$ cat src/include/sar_adc_pkg.sv
// Constants, field layouts and types shared by the converter control block
// How it works
// - Status-control write starts conversion, 16-17 ticks
// - Selected port pin forced analog, reads masked
// - Continuous results overwrite the result register
// - Continuous mode repeats until its bit clears
// - Done flag set after first continuous conversion
// - Done flag read-only when interrupts are off
// - Enabled end of conversion raises CPU/DMA request
// - Result read or control write drops request
// - Single mode performs exactly one conversion
// - Reset clears enable, continuous bit, done flag
// - Five-bit channel code selects port or reference
// - Unused channel codes give undefined results
// - Channel all ones powers down, reset value
// - Converter keeps running in wait, wakes CPU
// - Stop aborts conversion, resumes after stop; here only continuous mode resumes
// - Eight-bit result updated at every completion
// - Prescaler divides by 1, 2, 4, 8, 16
// - Source bit: 1 bus clock, 0 oscillator
package sar_adc_pkg;

   // ----------------------------------------------------------------
   // Register map (byte addresses)
   // ----------------------------------------------------------------
   localparam logic [15:0] STATUS_CTRL_ADDR = 16'h003C; // Control/status
   localparam logic [15:0] RESULT_ADDR = 16'h003D;      // Result, read only
   localparam logic [15:0] CLOCK_CFG_ADDR = 16'h003E;   // Clock setup

   // ----------------------------------------------------------------
   // Field layouts
   // ----------------------------------------------------------------
   typedef struct packed {
      logic conv_done_flag;          // Bit 7
      logic conv_irq_enable;         // Bit 6
      logic continuous_conv_bit;     // Bit 5
      logic [4:0] channel_select_field; // Bits 4..0
   } status_ctrl_s;

   typedef struct packed {
      logic [2:0] conv_clock_prescale;    // Bits 7..5
      logic conv_clock_source_select;     // Bit 4, 1 = bus clock
      logic [3:0] unused;                 // Bits 3..0 read zero
   } clock_cfg_s;

   localparam status_ctrl_s STATUS_CTRL_RESET = 8'h1F;
   localparam clock_cfg_s CLOCK_CFG_RESET = 8'h00;

   // ----------------------------------------------------------------
   // Channel codes
   // ----------------------------------------------------------------
   localparam logic [4:0] CHAN_PORT_LAST = 5'h03;  // Codes 0..3 are pins
   localparam logic [4:0] CHAN_HIGH_REF = 5'h1D;   // high_reference_node
   localparam logic [4:0] CHAN_GROUND = 5'h1E;     // analog_ground_node
   localparam logic [4:0] CHAN_POWER_OFF = 5'h1F;  // Converter off

   // ----------------------------------------------------------------
   // Conversion sequencing, in converter clock ticks
   // ----------------------------------------------------------------
   localparam logic [3:0] STEP_FIRST_TRIAL = 4'h8; // Ticks 0..7 sample
   localparam logic [3:0] STEP_LAST = 4'hF;        // Sixteenth tick ends
   localparam logic [7:0] TRIAL_MSB = 8'h80;       // First trial bit

   // Prescale field with the top bit set always means divide by 16
   localparam logic [2:0] PRESCALE_MAX = 3'h4;

   typedef enum logic {ST_IDLE, ST_CONVERT} conv_state_e;

endpackage

$ cat src/core/sar_adc_control.sv
// Successive-approximation converter control, registers and sequencing
//
// Our own choice: strobed register access.
`timescale 1ns/100ps
module sar_adc_control #(
   parameter int ADDR_W = 16  // Register address width
) (
   input wire logic REF_CLK_I,             // 125 MHz system clock
   input wire logic SRST_I,                // Synchronous reset
   input wire logic [ADDR_W-1:0] ADDR_I,   // Register address
   input wire logic [7:0] WDATA_I,         // Write data
   input wire logic WR_I,                  // Write strobe
   input wire logic RD_I,                  // Read strobe
   output logic [7:0] RDATA_O,             // Read data, one cycle later
   input wire logic OSC_CLK_EN_I,          // oscillator_out_clock enable
   input wire logic BUS_CLK_EN_I,          // Bus clock enable
   input wire logic STOP_I,                // Processor in stop mode
   input wire logic WAIT_I,                // Processor in wait mode
   input wire logic COMP_I,                // Comparator, input >= trial
   output logic [7:0] TRIAL_O,             // Trial code to the DAC
   output logic [4:0] MUX_SEL_O,           // selected_analog_input code
   output logic SAMPLE_O,                  // Sample switch closed
   output logic POWER_DOWN_O,              // Analog section off
   input wire logic [3:0] PORT_PIN_I,      // port_b_analog_pins levels
   input wire logic [3:0] PORT_LATCH_I,    // Port output latch
   input wire logic [3:0] PORT_DIR_I,      // Port direction bits
   output logic [3:0] PORT_OVERRIDE_O,     // Pin taken, block port writes
   output logic [3:0] PORT_READ_O,         // Value a port read returns
   output logic IRQ_O,                     // Processor interrupt request
   output logic DMA_REQ_O,                 // Direct memory access request
   output logic WAKE_O                     // Wake from wait
);

   // ----------------------------------------------------------------
   // Elaboration check
   // ----------------------------------------------------------------
   if (ADDR_W < 16) begin : g_bad_addr
      $error("sar_adc_control: ADDR_W must reach the register offsets");
   end

   // ----------------------------------------------------------------
   // Declarations
   // ----------------------------------------------------------------
   sar_adc_pkg::status_ctrl_s scr_r;     // Status and control
   sar_adc_pkg::status_ctrl_s scr_nxt;
   sar_adc_pkg::status_ctrl_s wr_val;    // Written status value
   sar_adc_pkg::clock_cfg_s clk_cfg_r;   // Clock configuration
   sar_adc_pkg::conv_state_e state_r;    // Sequencer state
   sar_adc_pkg::conv_state_e state_nxt;
   logic [3:0] step_r;                   // Tick index in a conversion
   logic [3:0] step_nxt;
   logic [7:0] trial_r;                  // Trial code
   logic [7:0] trial_nxt;
   logic [7:0] mask_r;                   // Bit under trial
   logic [7:0] mask_nxt;
   logic [7:0] result_r;                 // Conversion result
   logic [7:0] rdata_r;                  // Read data holding
   logic [7:0] rdata_nxt;
   logic irq_pend_r;                     // Conversion request pending
   logic irq_pend_nxt;
   logic stop_q_r;                       // Stop level one cycle ago
   logic [4:0] sync1_r;                  // First sync stage
   logic [4:0] sync2_r;                  // Second sync stage
   logic [4:0] sync3_r;                  // Third sync stage
   logic [4:0] level_r;                  // Filtered async levels
   logic [3:0] port_read_r;              // Registered port read value
   logic [4:0] async_in;                 // Pins and comparator
   logic tick;                           // Converter clock tick
   logic div_clear;                      // Restart the tick phase
   logic wr_scr;                         // Status-control write
   logic wr_clk;                         // Clock config write
   logic rd_res;                         // Result read
   logic chan_off;                       // Channel is power-off code
   logic start;                          // Write launches a conversion
   logic resume;                         // Stop exit relaunch
   logic done;                           // Conversion completes now
   logic converting;                     // Sequencer busy
   logic comp_ok;                        // Stable comparator level
   logic [7:0] kept;                     // Trial after decision

   // ----------------------------------------------------------------
   // Input synchronisers: pins and comparator, three flops each
   // ----------------------------------------------------------------
   assign async_in = {COMP_I, PORT_PIN_I};

   for (genvar i = 0; i < 5; i++) begin : g_sync
      // A change counts once stages two and three agree
      always_ff @(posedge REF_CLK_I) begin
         if (SRST_I) begin
            sync1_r[i] <= 1'b0;
            sync2_r[i] <= 1'b0;
            sync3_r[i] <= 1'b0;
            level_r[i] <= 1'b0;
         end else begin
            sync1_r[i] <= async_in[i];
            sync2_r[i] <= sync1_r[i];
            sync3_r[i] <= sync2_r[i];
            if (sync2_r[i] == sync3_r[i]) begin
               level_r[i] <= sync3_r[i];
            end
         end
      end
   end

   assign comp_ok = level_r[4];

   // ----------------------------------------------------------------
   // Port sharing
   // ----------------------------------------------------------------
   for (genvar p = 0; p < 4; p++) begin : g_port
      // Selected pin is analog; port and direction writes blocked
      assign PORT_OVERRIDE_O[p] = (scr_r.channel_select_field == 5'(p));

      // Read: latch when output, else zero if taken, else pin
      always_ff @(posedge REF_CLK_I) begin
         if (SRST_I) begin
            port_read_r[p] <= 1'b0;
         end else if (PORT_DIR_I[p]) begin
            port_read_r[p] <= PORT_LATCH_I[p];
         end else begin
            port_read_r[p] <= !PORT_OVERRIDE_O[p] && level_r[p];
         end
      end
   end

   assign PORT_READ_O = port_read_r;

   // ----------------------------------------------------------------
   // Converter clock
   // ----------------------------------------------------------------
   // Each start restarts the tick phase, so a run spans 16 full ticks
   assign div_clear = SRST_I || wr_scr || resume;

   sar_clock_divider #(
      .DIV_W(4)
   ) u_divider (
      .clk_i(REF_CLK_I),
      .srst_i(div_clear),
      .src_bus_i(clk_cfg_r.conv_clock_source_select),
      .prescale_i(clk_cfg_r.conv_clock_prescale),
      .osc_en_i(OSC_CLK_EN_I),
      .bus_en_i(BUS_CLK_EN_I),
      .tick_o(tick)
   );

   // ----------------------------------------------------------------
   // Bus decode
   // ----------------------------------------------------------------
   assign wr_scr = WR_I && (ADDR_I == sar_adc_pkg::STATUS_CTRL_ADDR);
   assign wr_clk = WR_I && (ADDR_I == sar_adc_pkg::CLOCK_CFG_ADDR);
   assign rd_res = RD_I && (ADDR_I == sar_adc_pkg::RESULT_ADDR);
   assign wr_val = sar_adc_pkg::status_ctrl_s'(WDATA_I);

   // ----------------------------------------------------------------
   // Sequencing decode
   // ----------------------------------------------------------------
   // All-ones channel keeps the converter powered down
   assign chan_off =
      (scr_r.channel_select_field == sar_adc_pkg::CHAN_POWER_OFF);
   assign converting = (state_r == sar_adc_pkg::ST_CONVERT);
   // A control write outside stop starts, unless it selects power-off
   assign start = wr_scr && !STOP_I &&
      (wr_val.channel_select_field != sar_adc_pkg::CHAN_POWER_OFF);
   // Continuous mode picks up again when stop is left
   assign resume = stop_q_r && !STOP_I && !wr_scr && !converting &&
                   scr_r.continuous_conv_bit && !chan_off;
   // Sixteenth tick ends it; a write in that cycle restarts
   assign done = converting && tick && !STOP_I && !wr_scr &&
                 (step_r == sar_adc_pkg::STEP_LAST);
   // Keep the bit under trial only if the input reached the code
   assign kept = comp_ok ? trial_r : (trial_r & ~mask_r);

   // ----------------------------------------------------------------
   // Sequencer next state
   // ----------------------------------------------------------------
   always_comb begin
      state_nxt = state_r;
      step_nxt = step_r;
      trial_nxt = trial_r;
      mask_nxt = mask_r;
      if (STOP_I) begin
         // Stop aborts whatever is running
         state_nxt = sar_adc_pkg::ST_IDLE;
         step_nxt = '0;
         trial_nxt = '0;
         mask_nxt = '0;
      end else if (wr_scr || resume) begin
         // Abandon and restart from the first step, or go idle if power-off is written
         state_nxt = (start || resume) ? sar_adc_pkg::ST_CONVERT :
                     sar_adc_pkg::ST_IDLE;
         step_nxt = '0;
         trial_nxt = '0;
         mask_nxt = '0;
      end else if (converting && tick) begin
         case (step_r)
            sar_adc_pkg::STEP_LAST: begin
               // Repeat while continuous, else one and stop
               state_nxt = (scr_r.continuous_conv_bit && !chan_off) ?
                           sar_adc_pkg::ST_CONVERT : sar_adc_pkg::ST_IDLE;
               step_nxt = '0;
               trial_nxt = '0;
               mask_nxt = '0;
            end
            default: begin
               step_nxt = step_r + 4'h1;
               if (step_r == sar_adc_pkg::STEP_FIRST_TRIAL - 4'h1) begin
                  // Sampling over, first trial is the top bit
                  trial_nxt = sar_adc_pkg::TRIAL_MSB;
                  mask_nxt = sar_adc_pkg::TRIAL_MSB;
               end else if (step_r >= sar_adc_pkg::STEP_FIRST_TRIAL) begin
                  trial_nxt = kept | (mask_r >> 1);
                  mask_nxt = mask_r >> 1;
               end
            end
         endcase
      end
   end

   // ----------------------------------------------------------------
   // Status-control next value
   // ----------------------------------------------------------------
   always_comb begin
      scr_nxt = scr_r;
      if (wr_scr) begin
         scr_nxt = wr_val;
         // Done flag only writable with interrupts enabled
         scr_nxt.conv_done_flag = wr_val.conv_irq_enable &&
                                  wr_val.conv_done_flag;
      end else if (rd_res && !scr_r.conv_irq_enable) begin
         // Result read clears the flag
         scr_nxt.conv_done_flag = 1'b0;
      end
      if (done && !scr_r.conv_irq_enable) begin
         // Completion sets the flag, winning over a clear
         scr_nxt.conv_done_flag = 1'b1;
      end
   end

   // Request set at completion, dropped by read or write
   assign irq_pend_nxt = (done && scr_r.conv_irq_enable) ||
                         (irq_pend_r && !wr_scr && !rd_res);

   // ----------------------------------------------------------------
   // Read data
   // ----------------------------------------------------------------
   always_comb begin
      rdata_nxt = 8'h00;
      if (RD_I) begin
         case (ADDR_I)
            sar_adc_pkg::STATUS_CTRL_ADDR: rdata_nxt = scr_r;
            sar_adc_pkg::RESULT_ADDR: rdata_nxt = result_r;
            sar_adc_pkg::CLOCK_CFG_ADDR: rdata_nxt = clk_cfg_r;
            default: rdata_nxt = 8'h00;
         endcase
      end
   end

   // ----------------------------------------------------------------
   // Registers
   // ----------------------------------------------------------------
   // Control registers; reset loads power-off and clears bits
   always_ff @(posedge REF_CLK_I) begin
      if (SRST_I) begin
         scr_r <= sar_adc_pkg::STATUS_CTRL_RESET;
         clk_cfg_r <= sar_adc_pkg::CLOCK_CFG_RESET;
         irq_pend_r <= 1'b0;
         rdata_r <= 8'h00;
         stop_q_r <= 1'b0;
      end else begin
         scr_r <= scr_nxt;
         if (wr_clk) begin
            // Oscillator is the reset source
            clk_cfg_r <= {WDATA_I[7:4], 4'h0};
         end
         irq_pend_r <= irq_pend_nxt;
         rdata_r <= rdata_nxt;
         stop_q_r <= STOP_I;
      end
   end

   // Sequencer and result registers
   always_ff @(posedge REF_CLK_I) begin
      if (SRST_I) begin
         state_r <= sar_adc_pkg::ST_IDLE;
         step_r <= '0;
         trial_r <= '0;
         mask_r <= '0;
         result_r <= 8'h00;
      end else begin
         state_r <= state_nxt;
         step_r <= step_nxt;
         trial_r <= trial_nxt;
         mask_r <= mask_nxt;
         if (done) begin
            // Every completion overwrites the result
            result_r <= kept;
         end
      end
   end

   // ----------------------------------------------------------------
   // Outputs
   // ----------------------------------------------------------------
   assign RDATA_O = rdata_r;
   assign TRIAL_O = trial_r;
   // Any five-bit code goes to the mux; unused ones are undefined
   assign MUX_SEL_O = scr_r.channel_select_field;
   assign SAMPLE_O = converting &&
                     (step_r < sar_adc_pkg::STEP_FIRST_TRIAL);
   assign POWER_DOWN_O = chan_off || STOP_I;
   // Flag clear gives CPU request, flag set gives DMA request
   assign IRQ_O = irq_pend_r && !scr_r.conv_done_flag;
   assign DMA_REQ_O = irq_pend_r && scr_r.conv_done_flag;
   // Running in wait, the CPU request wakes the processor
   assign WAKE_O = IRQ_O && WAIT_I;

   // ----------------------------------------------------------------
   // Checks
   // ----------------------------------------------------------------
   localparam logic [4:0] TICKS_AT_DONE = 5'h0F;
   logic [4:0] ticks_seen_r;   // Ticks since conversion began
   always_ff @(posedge REF_CLK_I) begin
      if (SRST_I || !converting || step_nxt == '0 && !tick) begin
         ticks_seen_r <= (converting && tick) ? 5'h01 : 5'h00;
      end else if (tick) begin
         ticks_seen_r <= ticks_seen_r + 5'h01;
      end
   end
endmodule // sar_adc_control

$ cat src/core/sar_clock_divider.sv
// Converter clock enable: source select and power-of-two prescaler
`timescale 1ns/100ps
module sar_clock_divider #(
   parameter int DIV_W = 4  // Counter width, must cover divide by 16
) (
   input wire logic clk_i,
   input wire logic srst_i,
   input wire logic src_bus_i,        // 1 = bus enable, 0 = oscillator
   input wire logic [2:0] prescale_i,  // Divide ratio code
   input wire logic osc_en_i,         // Oscillator clock enable pulse
   input wire logic bus_en_i,         // Bus clock enable pulse
   output logic tick_o                // One-cycle converter tick
);

   // ----------------------------------------------------------------
   // Elaboration check
   // ----------------------------------------------------------------
   if (DIV_W < 4) begin : g_bad_width
      $error("sar_clock_divider: DIV_W below 4 cannot divide by 16");
   end

   logic [DIV_W-1:0] count_r;   // Source pulses seen in this period
   logic [DIV_W-1:0] count_nxt; // Next count
   logic [DIV_W-1:0] last;      // Terminal count, ratio minus one
   logic src_en;                // Selected source pulse

   // Source select, bus when set
   assign src_en = src_bus_i ? bus_en_i : osc_en_i;

   // Ratio 1,2,4,8 from low codes, 16 for any top-bit code
   assign last = (prescale_i >= sar_adc_pkg::PRESCALE_MAX) ?
                 DIV_W'(4'hF) :
                 DIV_W'((4'h1 << prescale_i[1:0]) - 4'h1);

   assign tick_o = src_en && (count_r >= last);
   assign count_nxt = tick_o ? '0 : count_r + DIV_W'(src_en);

   // Prescaler counter
   always_ff @(posedge clk_i) begin
      if (srst_i) begin
         count_r <= '0;
      end else begin
         count_r <= count_nxt;
      end
   end

endmodule // sar_clock_divider

$ cat config.mk
export PLATFORM = sky130hd
export DESIGN_NAME = sar_adc_control
export DESIGN_NICKNAME = d
export VERILOG_FILES = /design/src/include/sar_adc_pkg.sv /design/src/core/sar_adc_control.sv /design/src/core/sar_clock_divider.sv
export SDC_FILE = /design/constraint.sdc
export NUM_CORES = 1
export LEC_CHECK = 0
export ABC_AREA = 1
export BUFFER_PORTS_ARGS = -buffer_cell sky130_fd_sc_hd__buf_2
export CAP_MARGIN = 20
export CELL_PAD_IN_SITES_DETAIL_PLACEMENT = 1
export CELL_PAD_IN_SITES_GLOBAL_PLACEMENT = 1
export CORE_UTILIZATION = 39
export DETAILED_ROUTE_END_ITERATION = 8
export MAX_ROUTING_LAYER = met4
export PLACE_DENSITY = 0.76
export SLEW_MARGIN = 40
export SYNTH_ARGS = -nofsm -noshare
export SYNTH_HDL_FRONTEND = slang
export SYNTH_SLANG_ARGS = --single-unit
$ cat constraint.sdc
create_clock -name REF_CLK_I -period 1.9 [get_ports REF_CLK_I]
set_input_delay 0.095 -clock REF_CLK_I [delete_from_list [all_inputs] [get_ports REF_CLK_I]]
set_output_delay 0.095 -clock REF_CLK_I [all_outputs]
set_load 0.05 [all_outputs]
# ---- Word-level counts from Yosys, hierarchy flattened
# Cells that the tools add are included.
dict set report classes {
  addsub 3
  magnitude_cmp 4
  n_eq_ne 15
  n_shift 1
  mux 23
  bitwise 4
  n_reduce_logical 58
}
# cell n
set ops {}
lappend ops {{$mux 8} 7}
lappend ops {{$eq 16x6->1 const B} 3}
lappend ops {{$logic_and 1x1->1} 30}
lappend ops {{$pmux 8 s3} 1}
lappend ops {{$mux 1} 13}
lappend ops {{$logic_not 1->1} 11}
lappend ops {{$eq 5x2->1 const B} 2}
lappend ops {{$and 8x8->8} 1}
lappend ops {{$mux 4} 2}
lappend ops {{$not 8->8} 1}
lappend ops {{$or 8x7->8} 1}
lappend ops {{$logic_or 1x1->1} 6}
lappend ops {{$reduce_bool 3->1} 2}
lappend ops {{$reduce_or 2->1} 3}
lappend ops {{$eq 1x1->1} 5}
lappend ops {{$eq 5x1->1 const B} 1}
lappend ops {{$eq 5x5->1 const B} 1}
lappend ops {{$logic_not 5->1} 1}
lappend ops {{$ne 5x5->1 const B} 1}
lappend ops {{$add 4x1->4} 1}
lappend ops {{$add 4x1->4 const B} 1}
lappend ops {{$eq 4x3->1 const B} 1}
lappend ops {{$eq 4x4->1 const B} 1}
lappend ops {{$ge 4x4->1} 1}
lappend ops {{9 further kinds} 11}
dict set report totals {
  register_bits 79
  word_cells 147
}

# ---- Depth between registers and ports, before layout
# Gate-level depths: netlist of run 1.
dict set report depth {
  ltp_word 11
  ltp_mapped 15
  ltp_nobuf 15
}

# ---- By module
# From an unflattened synthesis of run 1, not the netlist that was laid out.
dict set report hier_totals {
  hier_cells 450
  area_unflattened_um2 3422.0
}
# module instances cells_per_inst area_each_um2 seq_area_each_um2
set modules_own_cells {}
lappend modules_own_cells {sar_adc_control 1 408 3110.5 1501.4}
lappend modules_own_cells {sar_clock_divider 1 42 311.5 80.1}

# ---- Worst setup path before layout of run 1
# No wires, ideal clock.
dict set report synth_path {
  kind {reg2reg}
  start {register scr_r, in the netlist MUX_SEL_O[2]}
  end {register port_read_r[1] (netlist: PORT_READ_O[1])}
  setup_time_ns 0.128
  arrival_ns 2.308
  t_required_ns 1.772
  slack_ns -0.535
  stages_incl_launch_ff 7
  path_buffers 0
  synth_period_minus_slack_ns 2.435
  path_cell_list {dfxtp_1 -> nor2_1 -> inv_1 -> nor4_1 -> nor3b_1 -> a21oi_1 -> nor2_1}
}
dict set report synth_between {
  elab_chain_len 4
}
# item line_no
set synth_rtl {}
lappend synth_rtl {{start: declaration} sar_adc_control.sv:44} ;# sar_adc_pkg::status_ctrl_s scr_r;
lappend synth_rtl {{start signal: assignment} sar_adc_control.sv:264} ;# scr_r <= sar_adc_pkg::STATUS_CTRL_RESET;
lappend synth_rtl {{start signal: assignment} sar_adc_control.sv:270} ;# scr_r <= scr_nxt;
lappend synth_rtl {{$eq 5x1->1} sar_adc_control.sv:112} ;# assign PORT_OVERRIDE_O[p] = (scr_r.channel_select_field == 5'(p));
lappend synth_rtl {{net PORT_OVERRIDE_O[1]} sar_adc_control.sv:27} ;# output logic [3:0] PORT_OVERRIDE_O,
lappend synth_rtl {{$logic_not 1->1} sar_adc_control.sv:121} ;# port_read_r[p] <= !PORT_OVERRIDE_O[p] && level_r[p];
lappend synth_rtl {{$logic_and 1x1->1} sar_adc_control.sv:121}
lappend synth_rtl {{$mux 1} sar_adc_control.sv:118} ;# end else if (PORT_DIR_I[p]) begin
lappend synth_rtl {{end signal: indexed assignment} sar_adc_control.sv:119} ;# port_read_r[p] <= PORT_LATCH_I[p];
lappend synth_rtl {{end signal: indexed assignment} sar_adc_control.sv:121}
lappend synth_rtl {{end: declaration} sar_adc_control.sv:66} ;# logic [3:0] port_read_r;
# The timed path passes the listed nets, and every way through them passes these cells.
# A chain may end at the register's enable or synchronous reset.

# ---- Final worst setup path of run 1
dict set report layout_path {
  start {register clk_cfg_r[6] (netlist name)}
  end {register trial_r[3] (netlist: TRIAL_O[3])}
}
dict set report layout_between {
  elab_chain_len 7
  word_cells_on_any_way 8
  classes_between {1 x add/sub; 2 x order compare; 1 x shift; 1 x mux; 3 x reduce/logical}
}
# item line_no
set layout_rtl {}
lappend layout_rtl {{start: declaration} sar_adc_control.sv:47} ;# sar_adc_pkg::clock_cfg_s clk_cfg_r;
lappend layout_rtl {{start signal: assignment} sar_adc_control.sv:265} ;# clk_cfg_r <= sar_adc_pkg::CLOCK_CFG_RESET;
lappend layout_rtl {{start signal: assignment} sar_adc_control.sv:273} ;# clk_cfg_r <= {WDATA_I[7:4], 4'h0};
lappend layout_rtl {{$shl 1x2->4} sar_clock_divider.sv:33} ;# DIV_W'((4'h1 << prescale_i[1:0]) - 4'h1);
lappend layout_rtl {{$sub 4x1->4} sar_clock_divider.sv:33}
lappend layout_rtl {{$mux 4 (*)} sar_clock_divider.sv:31} ;# assign last = (prescale_i >= sar_adc_pkg::PRESCALE_MAX) ?
lappend layout_rtl {{$ge 4x4->1 (*)} sar_clock_divider.sv:35} ;# assign tick_o = src_en && (count_r >= last);
lappend layout_rtl {{$logic_and 1x1->1 (*)} sar_clock_divider.sv:35}
lappend layout_rtl {{$logic_and 1x1->1 (*)} n/a}
lappend layout_rtl {{$reduce_and 2->1 (no line) (*)} n/a}
lappend layout_rtl {{end signal: assignment} sar_adc_control.sv:292} ;# trial_r <= trial_nxt;
lappend layout_rtl {{end: declaration} sar_adc_control.sv:52} ;# logic [7:0] trial_r;
# Mark *: on every way between the ends. The rest lies on a longest branch, timed or not.

==> results.toml, run 1 <==
[power]
power_density_nw_per_um2 = 688
p_total_mw = 3.29
vdd_ir_drop_max_uv = 460
p_leak_nw = 2.06

[global_routing]
antenna_found_initial = 0
overflow = 0
grtUsageTotal_pct = 22.1
first_global_vias = 3619
grt_max_degree = 28
grt_pass1_wl_um = 16600

[timing]
finalMaxSlewViolations = 0
clock_skew_ns = 0.0108
setup_violations = 0
post-route-period-util_pct = 97.6
rsz0062_at_grt = "true"
slew_headroom_pct = 70.4
period_minus_slack_ns = 1.85
holdWs_ns = 0.0114
tightestPinTransition_ns = 0.442
finalHoldViolations = 0
max_freq_mhz = 539

[setup_path]
arrival_ns = 2.14
path_buf_inv = 2
cp_data_required_time_ns = 2.18
worst_setup_path_end_kind = "register"
rr_worst_depth = 12
reg2reg_slack_ns = 0.05
crit_path_start_kind = "register"
crit_chain = "nor2_4 > nand2_1 > ha_2 > nand3_2 > nand3_4 > nand2_4 > inv_4 > nand2_4 > nor2_4 > clkbuf_16 > nand2_2 > a21oi_2"
crit_type = "register to register"
path_delay_family = "simple AND/OR/NAND/NOR gates"
crit_path_max_incr_delay_ns = 0.37
critPathMaxFanout = 5
reg2reg_from = "clk_cfg_r[6]"
critPathSlowestCell = "dfxtp_4"
r2r_end = "TRIAL_O[3]"

[clock_network]
cts_root_buffer = "clkbuf_8"
numCtsBuffers = 9
clock_path_buffers = 2
clock_sinks = 79
htree_levels = 3
cts_tree = "done"
insertion_delay_ns = 0.35
clk_pin_slew_ns = 0.08

[synthesis]
synth-main-ff-cell = "dfxtp_1"
syn_nets = 545
synth_cell_type_count = 37
yosysWarnings = 0
ys_ff_latch = 79
synth_edf_count = 0
netlist_area_um2 = 3670
seq_area_frac_synth_pct = 43.1
avgSynthCellArea_um2 = 7.45
syn_inst = 492
async_flop_share_pct = 0

[layout]
antennaDiodeCount = 0
n_fill_cell = 1178
regArea_um2 = 1590
most-common-layout-cells = "nor2_1 (83), nand2_1 (81), buf_2 (78)"
drive_above_1_share_pct = 28.6
multi_input_area_um2 = 1820
nNetsFinal = 654
design_area_um2 = 4780
final_common_cell = "nor2_1"
layout-area-overhead-vs-synth_pct = 30.4

[detailed_routing]
first_pass_iters = 4
via_count = 3620
totalWireLength_um = 10500
drtIter0Drc = 167
drc = 0
wl_per_cell_um = 14.6
postRouteAntennaNets = 0
vias_per_cell = 5.06

[worst_hold_path]
hp-class = "input pin to register"
whs_path_depth = 3
worstHoldStart = "PORT_DIR_I[3]"
hold_path_end = "PORT_READ_O[3]"

[placed_design]
place_congestion = 0.829
io_buffer_count = 78
placed_area_um2 = 4190
dp_hpwl_um = 7260

[floorplanning]
initial_core_util_pct = 40.1
core.rowCount = 35
die_area_um2 = 9790
die_w_um = 99.0
num_io_pins = 79
chipHeight_um = 99.0
core_area_um2 = 9150

[flow_run]
maxCapViolCount = 0

[status]
status = "complete, no violations"
routing by layer:
layer / part of all wire, % / track usage, % / up-vias
li1: - / - / 1785
met4: 2.0 / 9.30 / 0
met3: 4.1 / 3.90 / 21
met2: 50 / 37.1 / 93
met1: 44 / 26.2 / 1721
met5: 0 / - / -
layout make-up:
cell class	instances	area share [%]
Multi-Input combinational cell	329	38.0
Sequential cell	79	33.3
Timing Repair Buffer	114	15.9
Inverter	68	5.39
Tap cell	111	2.90
Clock buffer	9	2.59
Clock inverter	6	1.94
cell families after synthesis:
| kind of cell | Yosys count | synth area share (%) |
|---|---|---|
| buf+inv | 84 | 9.80 |
| compound gates | 80 | 12.4 |
| xor+xnor | 2 | 0.478 |
| fa+ha+maj | 8 | 2.73 |
| flops | 79 | 43.1 |
| simple gates | 239 | 31.5 |
worst register-to-register path, delay by kind of cell, from the launching register on:
kind                       cells  cell delay [ns]
AOI/OAI and AO/OA              1             0.12
adders and majority gates      1             0.33
buffers and inverters          2             0.26
DFF                            1             0.37
and+or+nand+nor                8             0.73
worst max path at each step:
stage | from | cells past startpoint | slack [ns] | end
floorplan | MUX_SEL_O[2] | 6 | -0.54 | PORT_READ_O[1]
global placement | clk_cfg_r[6] | 10 | 0.1 | TRIAL_O[5]
detailed placement | clk_cfg_r[6] | 15 | -0.02 | mask_r[3]
CTS | clk_cfg_r[6] | 13 | 0.0003 | mask_r[3]
global route | clk_cfg_r[6] | 12 | -0.08 | TRIAL_O[3]
finish | clk_cfg_r[6] | 12 | 0.05 | TRIAL_O[3]
cells in the mapped netlist, drive strengths merged, types with 2 or more instances:
library cell	number	area, um2
nor2	92	395
nand2	91	349
dfxtp	79	1580
inv	67	251
a21oi	47	273
o21ai	28	148
nand3	22	158
buf	11	85.1
nand4	9	90.1
ha	8	100
nor3	8	40.0
clkbuf	5	18.8
nor3b	5	37.5
nor4	4	25.0
nand3b	3	22.5
o22ai	3	18.8
or2	2	12.5
xor2	2	17.5
report_power, final:
group          leakage (nW)  internal (mW)  total [mW]  switching (mW)
sequential            0.642           1.67        1.68         0.00775
clock                 0.102          0.742        1.39           0.646
combinational          1.31          0.100       0.225           0.124
repair_timing:
item	4_1_cts	5_1_grt
gates resized for setup	5	27
pin swaps	3	10
endpoints found under the hold margin	14	0
cloned	0	1
endpoints found under the setup margin	15	22
setup buffers	0	8
hold buffers	17	0
state kept, by name, summed over array words and instances (netlist names):
signal,cells
result_r,8
RDATA_O,8
sync1_r,5
step_r,4
PORT_READ_O,4
clk_cfg_r,4
irq_pend_r,1
scr_r,3
sync2_r,5
u_divider.count_r,4
mask_r,8
comp_ok,1
sync3_r,5
stop_q_r,1
MUX_SEL_O,5
TRIAL_O,8
converting,1
level_r,4
through the flow:
step	instances	TNS, ns	util (%)	setup slack (ns)
6_report	716	0	52.2	0.0452
5_1_grt	716	-1.01	52.2	-0.0827
4_1_cts	707	0	50.2	0.000282
3_5_place_dp	675	-0.0894	45.8	-0.0211
3_3_place_gp	675	0	45.8	0.0964
2_1_floorplan	492	-2.25	-	-0.535
No activity file was read; power rests on OpenSTA's default activity.
==> inputs of run 2 (changes only) <==
Settings changed: CELL_PAD_IN_SITES_GLOBAL_PLACEMENT 1 to 2, CORE_UTILIZATION 39 to 30, PLACE_DENSITY 0.76 to 0.75.
==> results.toml, run 2 (synthesized netlist as in run 1, its figures left out) <==
[global_routing]
grt_pass1_wl_um = 17200
grtUsageTotal_pct = 17.9
first_global_vias = 3530
met3_usage_pct = 5.13
antenna_found_initial = 0
grt_max_degree = 29
met1_usage_pct = 20.6
top_usage_layer = "met2"
grtUsageMet2_pct = 30.2
overflow = 0

[detailed_routing]
drtIter0Drc = 106
drc = 0
vias_per_cell = 4.68
wl_per_cell_um = 13.7
first_pass_iters = 4
postRouteAntennaNets = 0
totalWireLength_um = 10200
via_count = 3495

[floorplanning]
num_io_pins = 79
chipHeight_um = 113
die_w_um = 113
initial_core_util_pct = 30.6
core.rowCount = 40
die_area_um2 = 12700
core_area_um2 = 12000

[clock_network]
htree_levels = 3
clk_pin_slew_ns = 0.06
numCtsBuffers = 9
insertion_delay_ns = 0.35
cts_root_buffer = "clkbuf_16"
clock_path_buffers = 2
cts_tree = "done"
clock_sinks = 79

[placed_design]
dp_hpwl_um = 7570
io_buffer_count = 78
place_congestion = 0.755
dp.cells = 710
placed_area_um2 = 4220

[timing]
max_freq_mhz = 564
finalMaxSlewViolations = 0
finalHoldViolations = 0
setup_violations = 0
rsz0062_at_grt = "true"
tightestPinTransition_ns = 0.417
clock_skew_ns = 0.00571
post-route-period-util_pct = 93.3
period_minus_slack_ns = 1.77
slew_headroom_pct = 72.1

[flow_run]
maxCapViolCount = 0

[setup_path]
crit_path_start_kind = "register"
critPathMaxFanout = 8
r2r_end = "TRIAL_O[0]"
critical_path.startpoint = "clk_cfg_r[7]"
reg2reg_slack_ns = 0.13
arrival_ns = 2.06
rr_worst_depth = 13
endpoint = "TRIAL_O[0]"
worst_setup_path_end_kind = "register"
cp_data_required_time_ns = 2.19
reg2reg_from = "clk_cfg_r[7]"
crit_type = "register to register"

[layout]
antennaDiodeCount = 0
n_fill_cell = 1525
final_common_cell = "nand2_1"
layout-area-overhead-vs-synth_pct = 30.4
design_area_um2 = 4780
layoutNonFillerInstCount = 746
most-common-layout-cells = "nand2_1 (86), nor2_1 (82), buf_2 (78)"
drive_above_1_share_pct = 25.7
nNetsFinal = 647

[worst_hold_path]
hp-class = "input pin to register"
whs_path_depth = 3

[power]
power_density_nw_per_um2 = 764
p_total_mw = 3.65
p_leak_nw = 2.04
vdd_ir_drop_max_uv = 541

[status]
status = "complete, no violations"
run 2: cell type report:
class	count	area, um2	area share, %
clock inverter	6	68.8	1.44
inverter	68	255	5.34
timing repair buffer	107	681	14.2
multi-input combinational	329	1780	37.2
tap	147	184	3.85
clock buffer	10	229	4.79
sequential	79	1590	33.2
run 2: worst min path at each step:
stage / start / endpoint / slack, ns
floorplan: PORT_PIN_I[0] / sync1_r[0] / 0.20
global placement: PORT_PIN_I[2] / sync1_r[2] / 0.30
detailed placement: PORT_PIN_I[1] / sync1_r[1] / 0.30
CTS: PORT_DIR_I[0] / PORT_READ_O[0] / 0.002
global route: WDATA_I[5] / scr_r[5] / 0.02
finish: PORT_DIR_I[0] / PORT_READ_O[0] / 0.01
run 2: routing by layer:
metal | part of all wire, % | routed length [um]
met5 | 0 | 0
met4 | 1.1 | 107
met3 | 3.5 | 357
met2 | 50 | 5140
met1 | 45 | 4580
run 2: stage by stage:
stage / TNS, ns / hold slack [ns] / setup WS [ns] / util [%]
after floorplan: -2.25 / 0.202 / -0.535 / -
after global placement: 0 / 0.297 / 0.0448 / 35.3
after detailed placement: -0.261 / 0.304 / -0.0334 / 35.3
after CTS: 0 / 0.00228 / 0.00251 / 39.2
after global routing: -0.00882 / 0.0226 / -0.00882 / 40.0
final: 0 / 0.0130 / 0.128 / 40.0
run 2: report_power, final:
part / switching [mW] / internal [mW] / total, mW
sequential: 0.00750 / 1.67 / 1.68
combinational: 0.115 / 0.0918 / 0.207
clock: 0.738 / 1.03 / 1.77
total: 0.861 / 2.79 / 3.65
run 2: what timing repair did:
action                                  CTS  global route
pin swaps                                 1             3
gates resized for setup                   2            14
gates cloned                              0             0
hold buffers                             16             0
endpoints found under the setup margin   16            31
endpoints found under the hold margin    13             0
setup buffers                             1             3
run 2: worst max-delay path: stages (launching register included):
cell and delay, ns:
dfxtp_4 0.37, inv_1 0.09, ha_4 0.28, nand2_1 0.06, inv_1 0.06, nand3_1 0.07
nand3_2 0.10, nand2_4 0.07, inv_2 0.07, nand2_2 0.07, nor2_4 0.15, buf_6 0.15
nand2_1 0.07, a21oi_2 0.11
